## src/logic/olc_pkg.sv

```systemverilog
// Constants and types shared by the octal low-side mode control block
//
// Behaviour
// - input mode pairs input k to outputs k, k+4
// - channel commanded off ignores its paired input
// - faults under parallel control stay latched until cleared
// - limp-home drives outputs 1-4 from inputs, 5-8 off
// - limp-home keeps overload, over-temperature detection and reporting
// - limp-home ignores commands; restart needs limp toggle
// - leaving limp-home resets registers, no diagnostic current
// - analog supply loss locks out; digital loss ignored in limp
// - faults kept while serial output cannot drive
// - limp-home to global off sets transmission error
// - enable rising leaves low quiescent into global off
// - power-up is enable or limp-home; limp wins
// - over-temperature latches only its own channel off
// - sink current only while off; switching unaffected
// - open load flagged only when low under sink
// - power-up into global off without diagnostic current
// - input register for modes, output register for diagnostics
// - fault clears: standby channel, resets, enable low, limp exit
// - two-bit command: standby, input, on, off
// - overload turns channel off and latches it off
package olc_pkg;
  // Channel and input counts
  localparam int NUM_CH = 8;
  localparam int NUM_IN = 4;
  // Two-bit channel commands
  localparam logic [1:0] CMD_STANDBY = 2'h0;
  localparam logic [1:0] CMD_INPUT = 2'h1;
  localparam logic [1:0] CMD_ON = 2'h2;
  localparam logic [1:0] CMD_OFF = 2'h3;
  // Input register value after any reset: every channel OFF
  localparam logic [15:0] CMD_RESET = 16'hFFFF;
  // Two-bit diagnostic codes per channel
  localparam logic [1:0] DIAG_NONE = 2'h0;
  localparam logic [1:0] DIAG_OPEN = 2'h1;
  localparam logic [1:0] DIAG_OVL = 2'h2;
  localparam logic [1:0] DIAG_OVT = 2'h3;
  // Output register and flag reset values
  localparam logic [15:0] DIAG_RESET = 16'h0000;
  localparam logic TER_RESET = 1'b1;
  // Clock rate and open-load detection time
  localparam int CLK_MHZ = 200;
  localparam int OL_DET_US = 200;
  localparam int OL_DET_CYC = OL_DET_US * CLK_MHZ;
  // Width of the pin bundle through the synchroniser
  localparam int SYNC_W = 32;
  // Device modes
  typedef enum logic [1:0] {
    ST_LOCK = 2'h0,
    ST_LOWQ = 2'h1,
    ST_RUN = 2'h2,
    ST_LIMP = 2'h3
  } olc_state_t;
endpackage : olc_pkg

```

## src/logic/olc_chan_if.sv

```systemverilog
// Link between mode control and one channel slice
interface olc_chan_if;
  logic want_on;
  logic sink_ok;
  logic clr;
  logic ovl_det;
  logic ovt_det;
  logic open_low;
  logic out;
  logic sink;
  logic [1:0] diag;
  modport ctrl (output want_on, sink_ok, clr, ovl_det, ovt_det, open_low,
    input out, sink, diag);
  modport chan (input want_on, sink_ok, clr, ovl_det, ovt_det, open_low,
    output out, sink, diag);
endinterface : olc_chan_if

```

## src/logic/olc_top.sv

```systemverilog
// Mode control for the eight-channel low-side driver
module olc_top
  import olc_pkg::*;
#(
  parameter int OL_CYC = OL_DET_CYC
)
(
  // Clock and analog-supply power-on reset
  input wire logic CLK,
  input wire logic ARST_N,
  // Control pins
  input wire logic ENABLE_IN,
  input wire logic LIMP_HOME_IN,
  input wire logic [3:0] PAR_DRIVE_IN,
  // Supply monitors
  input wire logic DIG_SUPPLY_OK,
  input wire logic SO_DRIVE_OK,
  // Analog fault comparators, one bit per channel
  input wire logic [7:0] OVERLOAD_DET,
  input wire logic [7:0] OVERTEMP_DET,
  input wire logic [7:0] OPEN_LOAD_LOW,
  // Decoded serial command
  input wire logic CMD_VALID,
  input wire logic CMD_FRAME_OK,
  input wire logic [15:0] CMD_DATA,
  // Channel drive and diagnostic current
  output logic [7:0] CHANNEL_OUTPUT,
  output logic [7:0] OL_SINK_EN,
  // Status
  output logic [1:0] DEVICE_MODE,
  output logic TRANSMISSION_ERROR_FLAG,
  output logic [15:0] DIAG_DATA,
  output logic DIAG_VALID,
  output logic [15:0] CMD_REG
);
  // Synchronised pins
  logic [SYNC_W-1:0] pin_raw;
  logic [SYNC_W-1:0] pin_s;
  logic en_s;
  logic limp_s;
  logic dig_ok_s;
  logic so_ok_s;
  logic [3:0] par_s;
  logic [7:0] ovl_s;
  logic [7:0] ovt_s;
  logic [7:0] olow_s;

  // Mode state and edges
  olc_state_t state_r; // Current device mode
  olc_state_t state_nxt; // Mode for next cycle
  logic en_d_r; // Enable delayed, for the rising edge
  logic en_rise;
  logic leave_limp;
  logic enter_run;

  // Registers
  logic [15:0] cmd_r; // Input register, two bits per channel
  logic [15:0] diag_r; // Output register snapshot
  logic ter_r; // Transmission error flag
  logic pwrup_r; // Power-up global off: no diagnostic current
  logic cmd_take; // Command accepted this cycle
  logic cmd_bad; // Frame rejected this cycle
  logic clr_all; // Clear every fault latch

  // Per-channel request and result vectors
  logic [7:0] want_on;
  logic [7:0] sink_ok;
  logic [7:0] clr_ch;
  logic [7:0] out_v;
  logic [7:0] sink_v;
  logic [15:0] diag_v;

  // Every asynchronous level goes through one shared synchroniser
  assign pin_raw = {DIG_SUPPLY_OK, SO_DRIVE_OK, ENABLE_IN, LIMP_HOME_IN, PAR_DRIVE_IN,
    OVERLOAD_DET, OVERTEMP_DET, OPEN_LOAD_LOW};

  olc_sync #(
    .W(SYNC_W)
  ) u_sync (
    .clk(CLK),
    .arst_n(ARST_N),
    .din(pin_raw),
    .dout(pin_s)
  );

  // Split the filtered bundle back into named levels
  assign dig_ok_s = pin_s[31];
  assign so_ok_s = pin_s[30];
  assign en_s = pin_s[29];
  assign limp_s = pin_s[28];
  assign par_s = pin_s[27:24];
  assign ovl_s = pin_s[23:16];
  assign ovt_s = pin_s[15:8];
  assign olow_s = pin_s[7:0];

  // Enable history for edge detection on the filtered level
  always_ff @(posedge CLK or negedge ARST_N)
  begin
    if (!ARST_N)
      en_d_r <= 1'b0;
    else
      en_d_r <= en_s;
  end

  assign en_rise = en_s && !en_d_r;

  // Mode transitions
  always_comb
  begin
    state_nxt = state_r;
    case (state_r)
      // Supply lockout: wait for both supplies, limp needs only analog
      ST_LOCK:
      begin
        // limp powers up regardless of enable
        if (limp_s)
          state_nxt = ST_LIMP;
        else if (!dig_ok_s)
          state_nxt = ST_LOCK;
        else if (en_s)
          state_nxt = ST_RUN;
        else
          state_nxt = ST_LOWQ;
      end
      // Low quiescent: sleeping until enable or limp rises
      ST_LOWQ:
      begin
        if (limp_s)
          state_nxt = ST_LIMP;
        else if (!dig_ok_s)
          state_nxt = ST_LOCK;
        else if (en_rise)
          state_nxt = ST_RUN;
      end
      // Normal serial and parallel control
      ST_RUN:
      begin
        if (limp_s)
          state_nxt = ST_LIMP;
        else if (!dig_ok_s)
          state_nxt = ST_LOCK;
        else if (!en_s)
          state_nxt = ST_LOWQ;
      end
      // Limp-home: digital supply monitor deliberately not consulted
      ST_LIMP:
      begin
        if (!limp_s)
          state_nxt = en_s ? ST_RUN : ST_LOWQ;
      end
      default:
        state_nxt = ST_LOCK;
    endcase
  end

  // Mode register; analog supply loss is the asynchronous reset
  always_ff @(posedge CLK or negedge ARST_N)
  begin
    if (!ARST_N)
      state_r <= ST_LOCK;
    else
      state_r <= state_nxt;
  end

  assign leave_limp = (state_r == ST_LIMP) && (state_nxt != ST_LIMP);
  assign enter_run = (state_r != ST_RUN) && (state_nxt == ST_RUN);

  // commands only accepted in normal mode
  assign cmd_take = CMD_VALID && CMD_FRAME_OK && (state_r == ST_RUN);
  assign cmd_bad = CMD_VALID && !CMD_FRAME_OK && (state_r == ST_RUN);

  always_ff @(posedge CLK or negedge ARST_N)
  begin
    if (!ARST_N)
      cmd_r <= CMD_RESET;
    // input register returns to reset on limp exit
    else if (leave_limp || state_r == ST_LOCK || state_r == ST_LOWQ)
      cmd_r <= CMD_RESET;
    else if (cmd_take)
      cmd_r <= CMD_DATA;
  end

  // Power-up flag keeps the sink off until the host sends a command
  always_ff @(posedge CLK or negedge ARST_N)
  begin
    if (!ARST_N)
      pwrup_r <= 1'b1;
    // every entry to global off suppresses the sink
    else if (enter_run)
      pwrup_r <= 1'b1;
    else if (cmd_take)
      pwrup_r <= 1'b0;
  end

  // Transmission error: set events beat the clearing command
  always_ff @(posedge CLK or negedge ARST_N)
  begin
    if (!ARST_N)
      ter_r <= TER_RESET;
    // limp exit into global off flags an error
    else if (enter_run || cmd_bad)
      ter_r <= 1'b1;
    else if (cmd_take)
      ter_r <= 1'b0;
  end

  assign clr_all = leave_limp || (state_r == ST_LOCK) || (state_r == ST_LOWQ);

  // Per-channel drive request, sink permission and clear
  always_comb
  begin
    want_on = 8'h00;
    sink_ok = 8'h00;
    clr_ch = 8'h00;
    for (int i = 0; i < NUM_CH; i++)
    begin
      clr_ch[i] = clr_all;
      if (state_r == ST_RUN)
      begin
        case (cmd_r[2*i +: 2])
          CMD_STANDBY:
            clr_ch[i] = 1'b1;
          // pair input k to channels k and k+4
          CMD_INPUT:
          begin
            want_on[i] = par_s[i % NUM_IN];
            sink_ok[i] = 1'b1;
          end
          CMD_ON:
          begin
            want_on[i] = 1'b1;
            sink_ok[i] = 1'b1;
          end
          CMD_OFF:
            sink_ok[i] = !pwrup_r;
          default:
            want_on[i] = 1'b0;
        endcase
      end
      // limp drives the lower four, upper held off
      else if (state_r == ST_LIMP && i < NUM_IN)
        want_on[i] = par_s[i];
    end
  end

  // Channel slices; faults latch in normal and limp modes so limp keeps protection
  genvar g;
  generate
    for (g = 0; g < NUM_CH; g++)
    begin : g_ch
      olc_chan_if cif ();
      assign cif.want_on = want_on[g];
      assign cif.sink_ok = sink_ok[g];
      // latched faults need the clear path
      assign cif.clr = clr_ch[g];
      assign cif.ovl_det = ovl_s[g];
      assign cif.ovt_det = ovt_s[g];
      assign cif.open_low = olow_s[g];
      assign out_v[g] = cif.out;
      assign sink_v[g] = cif.sink;
      assign diag_v[2*g +: 2] = cif.diag;
      olc_chan #(
        .OL_CYC(OL_CYC)
      ) u_chan (
        .clk(CLK),
        .arst_n(ARST_N),
        .ch(cif.chan)
      );
    end
  endgenerate

  // snapshot frozen while serial drive is down
  always_ff @(posedge CLK or negedge ARST_N)
  begin
    if (!ARST_N)
      diag_r <= DIAG_RESET;
    else if (so_ok_s)
      diag_r <= diag_v;
  end

  // Outputs: channel drive and sink come straight from slice flops
  assign CHANNEL_OUTPUT = out_v;
  assign OL_SINK_EN = sink_v;
  assign DEVICE_MODE = state_r;
  assign TRANSMISSION_ERROR_FLAG = ter_r;
  assign DIAG_DATA = diag_r;
  assign DIAG_VALID = so_ok_s;
  assign CMD_REG = cmd_r;

  // Checks on the mode controller
  property p_limp_upper;
    @(posedge CLK) disable iff (!ARST_N)
      (state_r == ST_LIMP) && ($past(state_r) == ST_LIMP) |-> (CHANNEL_OUTPUT[7:4] == 4'h0);
  endproperty
  a_limp_upper: assert property (p_limp_upper) else $error("upper outputs on in limp");

  property p_limp_ignore;
    @(posedge CLK) disable iff (!ARST_N)
      (state_r == ST_LIMP) && CMD_VALID && !leave_limp |=> (cmd_r == $past(cmd_r));
  endproperty
  a_limp_ignore: assert property (p_limp_ignore) else $error("command taken in limp");

  property p_limp_exit;
    @(posedge CLK) disable iff (!ARST_N)
      leave_limp |=> (cmd_r == CMD_RESET) ##1 (OL_SINK_EN == 8'h00);
  endproperty
  a_limp_exit: assert property (p_limp_exit) else $error("limp exit not reset");

  property p_ter_limp;
    @(posedge CLK) disable iff (!ARST_N)
      leave_limp && en_s |=> TRANSMISSION_ERROR_FLAG && (state_r == ST_RUN);
  endproperty
  a_ter_limp: assert property (p_ter_limp) else $error("flag not set on limp exit");

  property p_en_wake;
    @(posedge CLK) disable iff (!ARST_N)
      (state_r == ST_LOWQ) && en_rise && !limp_s && dig_ok_s |=> (state_r == ST_RUN);
  endproperty
  a_en_wake: assert property (p_en_wake) else $error("enable did not wake");

  property p_lock_off;
    @(posedge CLK) disable iff (!ARST_N)
      (state_r == ST_LOCK) [*2] |-> (CHANNEL_OUTPUT == 8'h00);
  endproperty
  a_lock_off: assert property (p_lock_off) else $error("output on in lockout");

  property p_off_cmd;
    @(posedge CLK) disable iff (!ARST_N)
      ((state_r == ST_RUN) && (cmd_r[1:0] == CMD_OFF)) [*2] |-> !CHANNEL_OUTPUT[0];
  endproperty
  a_off_cmd: assert property (p_off_cmd) else $error("off channel driven");

  property p_pwrup_sink;
    @(posedge CLK) disable iff (!ARST_N)
      enter_run |=> ##1 (OL_SINK_EN == 8'h00);
  endproperty
  a_pwrup_sink: assert property (p_pwrup_sink) else $error("sink on at power-up");

  c_limp: cover property (@(posedge CLK) disable iff (!ARST_N) leave_limp);
  c_wake: cover property (@(posedge CLK) disable iff (!ARST_N) en_rise && state_r == ST_LOWQ);
  c_cmd: cover property (@(posedge CLK) disable iff (!ARST_N) cmd_take);
endmodule : olc_top

```

## src/logic/olc_sync.sv

```systemverilog
// Three-stage pin synchroniser with agreement filter
module olc_sync
  import olc_pkg::*;
#(
  parameter int W = SYNC_W
)
(
  // Clock and reset
  input wire logic clk,
  input wire logic arst_n,
  // Raw pins and filtered result
  input wire logic [W-1:0] din,
  output logic [W-1:0] dout
);
  logic [W-1:0] s1_r; // Metastable stage, read only by s2_r
  logic [W-1:0] s2_r;
  logic [W-1:0] s3_r;

  always_ff @(posedge clk or negedge arst_n)
  begin
    if (!arst_n)
    begin
      s1_r <= '0;
      s2_r <= '0;
      s3_r <= '0;
      dout <= '0;
    end
    else
    begin
      s1_r <= din;
      s2_r <= s1_r;
      s3_r <= s2_r;
      // A bit changes only once two stable stages agree
      dout <= (s2_r & s3_r) | (dout & (s2_r | s3_r));
    end
  end
endmodule : olc_sync

```

## src/logic/olc_chan.sv

```systemverilog
// One channel slice: fault latches, drive, open-load sink
module olc_chan
  import olc_pkg::*;
#(
  parameter int OL_CYC = OL_DET_CYC
)
(
  // Clock and reset
  input wire logic clk,
  input wire logic arst_n,
  // Link to mode control
  olc_chan_if.chan ch
);
  logic ovl_r; // Overload latch
  logic ovt_r; // Over-temperature latch
  logic open_r; // Open-load record
  logic out_r; // Driver gate
  logic sink_r; // Diagnostic sink current on
  logic [15:0] cnt_r; // Time with sink applied
  logic ol_done;

  assign ol_done = (cnt_r == 16'(OL_CYC - 1));

  always_ff @(posedge clk or negedge arst_n)
  begin
    if (!arst_n)
      ovl_r <= 1'b0;
    else if (ch.ovl_det && out_r)
      ovl_r <= 1'b1;
    else if (ch.clr)
      ovl_r <= 1'b0;
  end

  always_ff @(posedge clk or negedge arst_n)
  begin
    if (!arst_n)
      ovt_r <= 1'b0;
    else if (ch.ovt_det)
      ovt_r <= 1'b1;
    else if (ch.clr)
      ovt_r <= 1'b0;
  end

  always_ff @(posedge clk or negedge arst_n)
  begin
    if (!arst_n)
      out_r <= 1'b0;
    else
      out_r <= ch.want_on && !ovl_r && !ovt_r;
  end

  always_ff @(posedge clk or negedge arst_n)
  begin
    if (!arst_n)
      sink_r <= 1'b0;
    else
      sink_r <= ch.sink_ok && !ch.want_on && !out_r;
  end

  // Detection timer restarts whenever the sink drops
  always_ff @(posedge clk or negedge arst_n)
  begin
    if (!arst_n)
      cnt_r <= 16'h0000;
    else if (!sink_r)
      cnt_r <= 16'h0000;
    else if (!ol_done)
      cnt_r <= cnt_r + 16'h0001;
  end

  // flag only low level under sink
  always_ff @(posedge clk or negedge arst_n)
  begin
    if (!arst_n)
      open_r <= 1'b0;
    else if (sink_r && ol_done && ch.open_low)
      open_r <= 1'b1;
    else if (ch.clr)
      open_r <= 1'b0;
  end

  assign ch.out = out_r;
  assign ch.sink = sink_r;
  // Thermal reported first, then overload, then open load
  assign ch.diag = ovt_r ? DIAG_OVT : ovl_r ? DIAG_OVL : open_r ? DIAG_OPEN : DIAG_NONE;

  property p_sink_off;
    @(posedge clk) disable iff (!arst_n) sink_r |-> !out_r;
  endproperty
  a_sink_off: assert property (p_sink_off) else $error("sink on with driver on");

  property p_ovl_latch;
    @(posedge clk) disable iff (!arst_n) (ch.ovl_det && out_r) |=> ##1 !out_r;
  endproperty
  a_ovl_latch: assert property (p_ovl_latch) else $error("overload not latched off");

  property p_open_cause;
    @(posedge clk) disable iff (!arst_n)
      $rose(open_r) |-> $past(sink_r) && $past(ch.open_low) && $past(ol_done);
  endproperty
  a_open_cause: assert property (p_open_cause) else $error("open load without cause");

  c_open_seen: cover property (@(posedge clk) disable iff (!arst_n) $rose(open_r));
endmodule : olc_chan

```

## config.mk

```make
export PLATFORM = sky130hd
export DESIGN_NAME = olc_top
export DESIGN_NICKNAME = d
export VERILOG_FILES = /design/src/logic/olc_pkg.sv /design/src/logic/olc_chan_if.sv /design/src/logic/olc_top.sv /design/src/logic/olc_sync.sv /design/src/logic/olc_chan.sv
export SDC_FILE = /design/constraint.sdc
export NUM_CORES = 1
export LEC_CHECK = 0
export ABC_AREA = 1
export BUFFER_PORTS_ARGS = -buffer_cell sky130_fd_sc_hd__buf_4
export CELL_PAD_IN_SITES_DETAIL_PLACEMENT = 1
export CELL_PAD_IN_SITES_GLOBAL_PLACEMENT = 2
export CORE_MARGIN = 2
export CORE_UTILIZATION = 38
export CTS_CLUSTER_SIZE = 28
export DETAILED_ROUTE_END_ITERATION = 8
export PLACE_DENSITY = 0.87
export SYNTH_ARGS = -nofsm -noshare
export SYNTH_HDL_FRONTEND = slang
export SYNTH_SLANG_ARGS = --single-unit
```

## constraint.sdc

```tcl
create_clock -name CLK -period 1.6 [get_ports CLK]
set_input_delay 0.08 -clock CLK [delete_from_list [all_inputs] [get_ports CLK]]
set_output_delay 0.08 -clock CLK [all_outputs]
set_load 0.1 [all_outputs]
```

==> impl_metrics.yaml, run 1 <==
route:
  post_drt_wl_per_cell_um: 17.0
  avgViaCountPerCell: 4.93
  ant_nets: 0
  drc: 0
  drt_wl_total_mm: 40.2
  drt_iter0_markers: 400
  dr.pass1.iters: 4
  vias: 11600
worst_setup_path:
  reg2reg_depth: 6
  r2r_start: "CMD_REG[5]"
  reg2reg_setup_slack_ns: 0.04
  cp_top_family: "flip-flops"
  crit_required_ns: 1.52
  path_class: "reg2out"
  path_max_fanout: 4
  end_kind: "primary output"
  crit_path_start: "CMD_REG[12]"
  cp-start-kind: "flop"
  cp_num_buf_inv: 1
  arrival_ns: 1.49
  r2r-end: "g_ch[2].u_chan.ch.out"
  slowest_delay_ns: 0.64
  crit_slowest_cell: "dfstp_4"
  path_cells: "buf_4"
finish:
  mostFrequentLayoutCells: "nand2_1 (340), dfrtp_1 (310), nor2_1 (184)"
  seqCellArea_sq_mm: 0.00842
  fillers: 4351
  final_area_sq_mm: 0.0184
  antenna_cells: 0
  area_delta_synth_final_pct: 26.2
  drive_above_1_share: 0.176
  multi_input_area_sq_mm: 0.00547
  nets: 1915
  mostFrequentLayoutCell: "nand2_1"
sta:
  hold_viol: 0
  rsz0062_at_grt: "true"
  fmax_ghz: 0.637
  setup_viol: 0
  fin_crit_sh: 0.980
  maxSlewViolCount: 0
  tightest_slew_ns: 0.620
  min_period_ns: 1.57
  finalClockSkew_ns: 0.0223
  setup_ws_ns: 0.0314
  slew_headroom: 0.587
floorplan:
  initial_utilization: 0.387
  dieWidth_um: 200
  die_h_um: 200
  dieArea_sq_mm: 0.0400
  io_pins: 104
  num_rows: 71
  coreArea_sq_mm: 0.0378
grt:
  grt_overflow: 0
  antenna_found_initial: 0
  grt_max_degree: 64
  track_usage: 0.211
  grt_pass1_vias: 12900
  grt_pass1_wl_mm: 66.4
yosys:
  synthDistinctLibCells: 39
  netlist_area_sq_mm: 0.0146
  yosysTopAreaCell: "dfrtp_1"
  synth_top_area_share: 0.540
  ys_seq_area_frac: 0.572
  synth_cells: 1598
  synthArstFlopShare: 1.00
  synth_ff_type: "dfrtp_1"
  avgSynthCellArea_sq_um: 9.14
  synth_edf_count: 0
  netlist_top_cells_area: "dfrtp_1 (54%), nand2_1 (8.8%), nor2_1 (5.0%)"
  synth_nets: 1690
  yosys_warnings: 0
  ys_ff_latch: 333
outcome:
  status: "finished, final reports clean"
clocking:
  cts_num_sinks: 333
  cts_tree: "built"
  cts-buffers-inserted: 38
  path_clk_slew_ns: 0.06
  clock_path_buffers: 3
  clock_latency_ns: 0.56
  htree_levels: 2
  cts-root-buf: "clkbuf_16"
placement:
  dp_slack_ns: -0.0200
  io_buffer_count: 103
  place_area_sq_mm: 0.0164
  globalplace.congestion: 0.853
  hpwl_mm: 28.6
flow_run:
  cap_violations: 0
power:
  power.density_mw_per_mm2: 1520
  leakagePower_uw: 0.00840
  ir_drop_mv: 1.28
min_path:
  hold_path.class: "in2async"
-- sequential cells by signal, indices dropped and copies added, names as in the netlist, 16 cells and up --
signal	cells
u_sync.dout	32
DIAG_DATA	16
u_sync.s1_r	32
CMD_REG	16
u_sync.s3_r	32
u_sync.s2_r	32
g_ch.u_chan.cnt_r	128
-- cells in the mapped netlist, types with 4 or more instances --
master / instances
buf_4: 19
dfstp_2: 18
o21ai_0: 60
maj3_1: 32
nor3_1: 53
o21ai_1: 14
inv_1: 174
a21oi_1: 60
inv_2: 4
and3_1: 6
dfrtp_1: 315
o22ai_1: 4
nand4_1: 32
o21bai_1: 14
a31oi_1: 10
xor2_1: 16
clkbuf_1: 7
ha_1: 40
nand3_1: 128
buf_1: 4
nor2_1: 193
a31o_2: 4
nand2_1: 342
or2_2: 25
-- worst reg2reg max path, cell delays in order, from the launching register on --
cell and delay, ns:
dfstp_4 0.64, inv_1 0.09, ha_1 0.31, nand2_1 0.07, o21ai_2 0.15, nand2_1 0.09
nor2_2 0.13
-- stage by stage --
step | util | hold WS (ns) | std cells | TNS (ns) | power [uW]
6_report | 0.488 | 0.118 | 2362 | 0 | 28100
5_1_grt | 0.488 | 0.142 | 2362 | -0.0523 | 29400
4_1_cts | 0.483 | 0.109 | 2358 | 0 | 28200
3_5_place_dp | 0.435 | 0.121 | 2240 | -0.0363 | 18900
3_3_place_gp | 0.435 | 0.110 | 2240 | 0 | 18600
2_1_floorplan | - | -0.216 | 1598 | 0 | 16400
-- power breakdown --
| group | internal [uW] | total [uW] | switching [uW] |
|---|---|---|---|
| sequential | 9540 | 10500 | 922 |
| clock | 5350 | 8970 | 3620 |
| combinational | 2230 | 8660 | 6430 |
-- metal layers --
metal	vias up	wire length, um	GRT usage
met5	-	0	0
met4	0	1080	0.0716
met3	68	1640	0.0398
met2	162	19600	0.362
met1	5802	17900	0.267
li1	5613	-	-
-- cell type report --
class | count | area share
Clock buffer | 54 | 0.0603
Sequential cell | 333 | 0.457
Inverter | 179 | 0.0365
Multi-Input combinational cell | 1051 | 0.297
Tap cell | 511 | 0.0347
Timing Repair Buffer | 220 | 0.105
Clock inverter | 14 | 0.00957
-- repair_timing --
item                       in CTS  in global routing
setup buffers                   0                  4
resized for setup              15                 43
setup endpoints to repair      16                 58
hold buffers                   50                  0
hold endpoints to repair      297                  0
cloned                          0                  0
pin swaps                       0                  2
-- kinds of logic (layout without fill, tap and decap cells) --
family / after synthesis / after routing / share of synthesized area
and+or+nand+nor: 791 / 791 / 0.235
DFF: 333 / 333 / 0.572
buffers and inverters: 214 / 467 / 0.0616
AOI/OAI and AO/OA: 171 / 171 / 0.0647
adders and majority gates: 72 / 72 / 0.0562
xor gates and xnor gates: 17 / 17 / 0.0102
-- worst max path at each step --
stage / to / cells past startpoint
2_1_floorplan: CMD_REG[10] / 8
4_1_cts: CMD_REG[9] / 1
6_report: CMD_REG[12] / 1
3_3_place_gp: g_ch[2].u_chan.cnt_r[0] / 6
3_5_place_dp: g_ch[2].u_chan.cnt_r[0] / 6
5_1_grt: g_ch[2].u_chan.ch.out / 6
Note: power is estimated with default switching activity, not from simulation.
==> run 2, diff against run 1 <==
--- a/config.mk
+++ b/config.mk
@@ -5,15 +5,14 @@
 export SDC_FILE = /design/constraint.sdc
 export NUM_CORES = 1
 export LEC_CHECK = 0
-export ABC_AREA = 1
 export BUFFER_PORTS_ARGS = -buffer_cell sky130_fd_sc_hd__buf_4
 export CELL_PAD_IN_SITES_DETAIL_PLACEMENT = 1
 export CELL_PAD_IN_SITES_GLOBAL_PLACEMENT = 2
 export CORE_MARGIN = 2
-export CORE_UTILIZATION = 38
+export CORE_UTILIZATION = 41
 export CTS_CLUSTER_SIZE = 28
 export DETAILED_ROUTE_END_ITERATION = 8
-export PLACE_DENSITY = 0.87
+export PLACE_DENSITY_LB_ADDON = 0.1
 export SYNTH_ARGS = -nofsm -noshare
 export SYNTH_HDL_FRONTEND = slang
 export SYNTH_SLANG_ARGS = --single-unit
==> run 2 against run 1 <==
Effect of this change:
- the run now ends with setup timing left
- combinational power fell by 64%
- final cell count fell by 13%
- flip-flop and latch count did not move
- power fell by 23%
- fmax fell by 14%
- utilization rose by 9.6 points
- worst hold slack got worse by 0.096 ns
- area after synthesis fell by 4.0%
- clock skew fell by 0.010 ns
- register-to-register slack got worse by 0.26 ns
- largest cell class unchanged
- largest power group unchanged
==> impl_metrics.yaml, run 2 <==
worst_setup_path:
  cp-start-kind: "flop"
  arrival_ns: 2.23
  slowest_delay_ns: 0.55
  end_kind: "flop"
  cp_top_family: "simple AND/OR/NAND/NOR gates"
  path_class: "reg2reg"
  path_cells: "or4bb_1 > nor4_4 > buf_6 > mux2i_1 > nor2b_1"
  crit_slowest_cell: "or4bb_1"
  crit_required_ns: 2.02
  cp_num_buf_inv: 1
  path_max_fanout: 8
yosys:
  avgSynthCellArea_sq_um: 11.4
  synth_top_area_share: 0.562
  ys_ff_latch: 333
  synth_edf_count: 0
  synthMuxAreaShare: 0.0100
  synth-compound-area-share: 0.0844
  ys_seq_area_frac: 0.596
  synth_fa_ha_area_frac: 0.0586
  yosys.area_share.simple: 0.181
  yosys_warnings: 0
  yosysMostFrequentCell: "dfrtp_1"
  netlist_top_cells_area: "dfrtp_1 (56%), ha_1 (3.6%), dfstp_2 (3.4%)"
  synth_top_family_by_area: "simple AND/OR/NAND/NOR gates"
  yosysTopAreaCell: "dfrtp_1"
  synth_cells: 1228
  yosys-top-cells-count: "dfrtp_1 (315), nand2_1 (86), nor2_1 (66)"
  synth_nets: 1320
  synthDistinctLibCells: 58
  netlist_area_sq_mm: 0.0140
  synthXorXnorAreaFrac: 0.0375
  synth_ff_type: "dfrtp_1"
  synthArstFlopShare: 1.00
route:
  ant_nets: 0
  drt_wl_total_mm: 37.7
  avgViaCountPerCell: 5.22
  dr.pass1.iters: 5
  vias: 10800
  drc: 0
  drt_iter0_markers: 462
  post_drt_wl_per_cell_um: 18.3
sta:
  hold_viol: 0
  rsz0062_at_grt: "true"
  slew_headroom: 0.612
  min_period_ns: 1.82
  setup_ws_ns: -0.219
  maxSlewViolCount: 0
  setup_viol: 56
  finalClockSkew_ns: 0.0118
  fin_crit_sh: 1.14
  fmax_ghz: 0.550
  tightest_slew_ns: 0.582
  setup-tns-final_ns: -4.45
clocking:
  cts_tree: "built"
  htree_levels: 2
  path_clk_slew_ns: 0.06
  cts-buffers-inserted: 38
  clock_latency_ns: 0.53
  clock_path_buffers: 3
  cts_num_sinks: 333
  cts-root-buf: "clkbuf_16"
floorplan:
  dieArea_sq_mm: 0.0357
  io_pins: 104
  die_h_um: 189
  num_rows: 67
  coreArea_sq_mm: 0.0336
  initial_utilization: 0.417
  dieWidth_um: 189
grt:
  grt_overflow: 0
  grt_pass1_vias: 11700
  grt_pass1_wl_mm: 61.2
  antenna_found_initial: 0
  grt_max_degree: 57
  track_usage: 0.212
power:
  leakagePower_uw: 0.00856
  power_frac_seq: 0.433
  intPower_uw: 15300
  p_comb_frac: 0.146
  power.density_mw_per_mm2: 1100
  swShare: 0.288
  power.total_uw: 21500
  clock_power_share: 0.421
  p_switching_uw: 6210
  ir_drop_mv: 1.18
outcome:
  violations: "setup timing"
  status: "complete, but fails checks"
placement:
  hpwl_mm: 24.4
  dp.cells: 1896
  io_buffer_count: 103
  globalplace.congestion: 0.773
  place_area_sq_mm: 0.0167
finish:
  fillers: 3422
  regMostFlops: "g_ch.u_chan.cnt_r"
  area_delta_synth_final_pct: 40.1
  final_area_sq_mm: 0.0196
  mostFrequentLayoutCells: "dfrtp_1 (306), buf_4 (275), nand2_1 (81)"
  drive_above_1_share: 0.351
  mostFrequentLayoutCell: "dfrtp_1"
  nets: 1674
  antenna_cells: 0
  stdcell_count: 2059
  largest_reg_flops: 128
  final_util: 0.584
min_path:
  hold_path.class: "in2async"
flow_run:
  cap_violations: 0
## run 2: cell types whose count changed after synthesis, sizes merged, moves of 21 or more
| cell | change |
|---|---|
| and2 | +47 |
| nor3 | -33 |
| o21ai | -39 |
| or2 | -24 |
| nor2 | -133 |
| nand2 | -257 |
| xnor2 | +26 |
| nand3 | -79 |
| or3 | +30 |
| a21boi | +21 |
| inv | -125 |
| nor4 | +43 |
## run 2: power groups by stage
stage / combinational, uW / sequential, uW / clock, uW
detailed placement: 2970 / 9460 / 0
floorplan: 1010 / 10300 / 0
global route: 3360 / 9390 / 9640
global placement: 2920 / 9440 / 0
CTS: 3110 / 9330 / 9270
finish: 3150 / 9330 / 9070
## run 2: stage by stage
step	hold WS (ns)	setup slack (ns)
4_1_cts	0.0283	-0.191
3_3_place_gp	-0.0218	-0.183
2_1_floorplan	-0.216	-0.175
6_report	0.0221	-0.219
5_1_grt	0.0401	-0.312
3_5_place_dp	-0.0227	-0.205
## run 2: path summary, 6_finish.rpt
path	from	endpoint	slack [ns]	cells past startpoint
worst min register to register	u_sync.s1_r[6]	u_sync.s2_r[6]	0.35	0
worst max-delay path	g_ch[2].u_chan.cnt_r[13]	g_ch[2].u_chan.cnt_r[1]	-0.22	5
min in group CLK	CMD_FRAME_OK	CMD_REG[4]	0.12	4
worst max register to register	g_ch[2].u_chan.cnt_r[13]	g_ch[2].u_chan.cnt_r[1]	-0.22	5
worst min-delay path	ARST_N	g_ch[6].u_chan.cnt_r[9]	0.02	2
max in group asynchronous	ARST_N	g_ch[0].u_chan.cnt_r[9]	0.90	4
## run 2: cell families after synthesis
kind of cell / after synthesis
AND/OR/NAND/NOR: 461
flip-flops: 333
AO/OA/AOI/OAI: 185
multiplexers: 14
XOR/XNOR: 60
buffers and inverters: 103
adder cells (fa/ha/maj): 72
## run 2: final cells by class
| type | count | area (sq um) | area share |
|---|---|---|---|
| clock buffers | 42 | 986 | 0.0502 |
| inverters | 54 | 208 | 0.0106 |
| multi-input cells | 792 | 6020 | 0.307 |
| clock inverters | 27 | 320 | 0.0163 |
| repair buffers | 363 | 3100 | 0.158 |
| well taps | 448 | 561 | 0.0285 |
| flip-flops and latches | 333 | 8430 | 0.430 |
## run 2: per-layer routing
| layer | vias to the layer above | global-route usage | routed length, um |
|---|---|---|---|
| met4 | 0 | 0.0538 | 758 |
| met1 | 5494 | 0.285 | 17000 |
| met5 | - | 0 | 0 |
| met3 | 59 | 0.0313 | 1070 |
| li1 | 5052 | - | - |
| met2 | 145 | 0.363 | 18900 |
## run 2: timing repair
action / 4_1_cts / 5_1_grt
hold buffers: 50 / 0
gates resized for setup: 91 / 121
pin swaps: 43 / 53
endpoints found under the setup margin: 81 / 110
setup buffers: 17 / 22
endpoints found under the hold margin: 366 / 0
gates cloned: 6 / 1
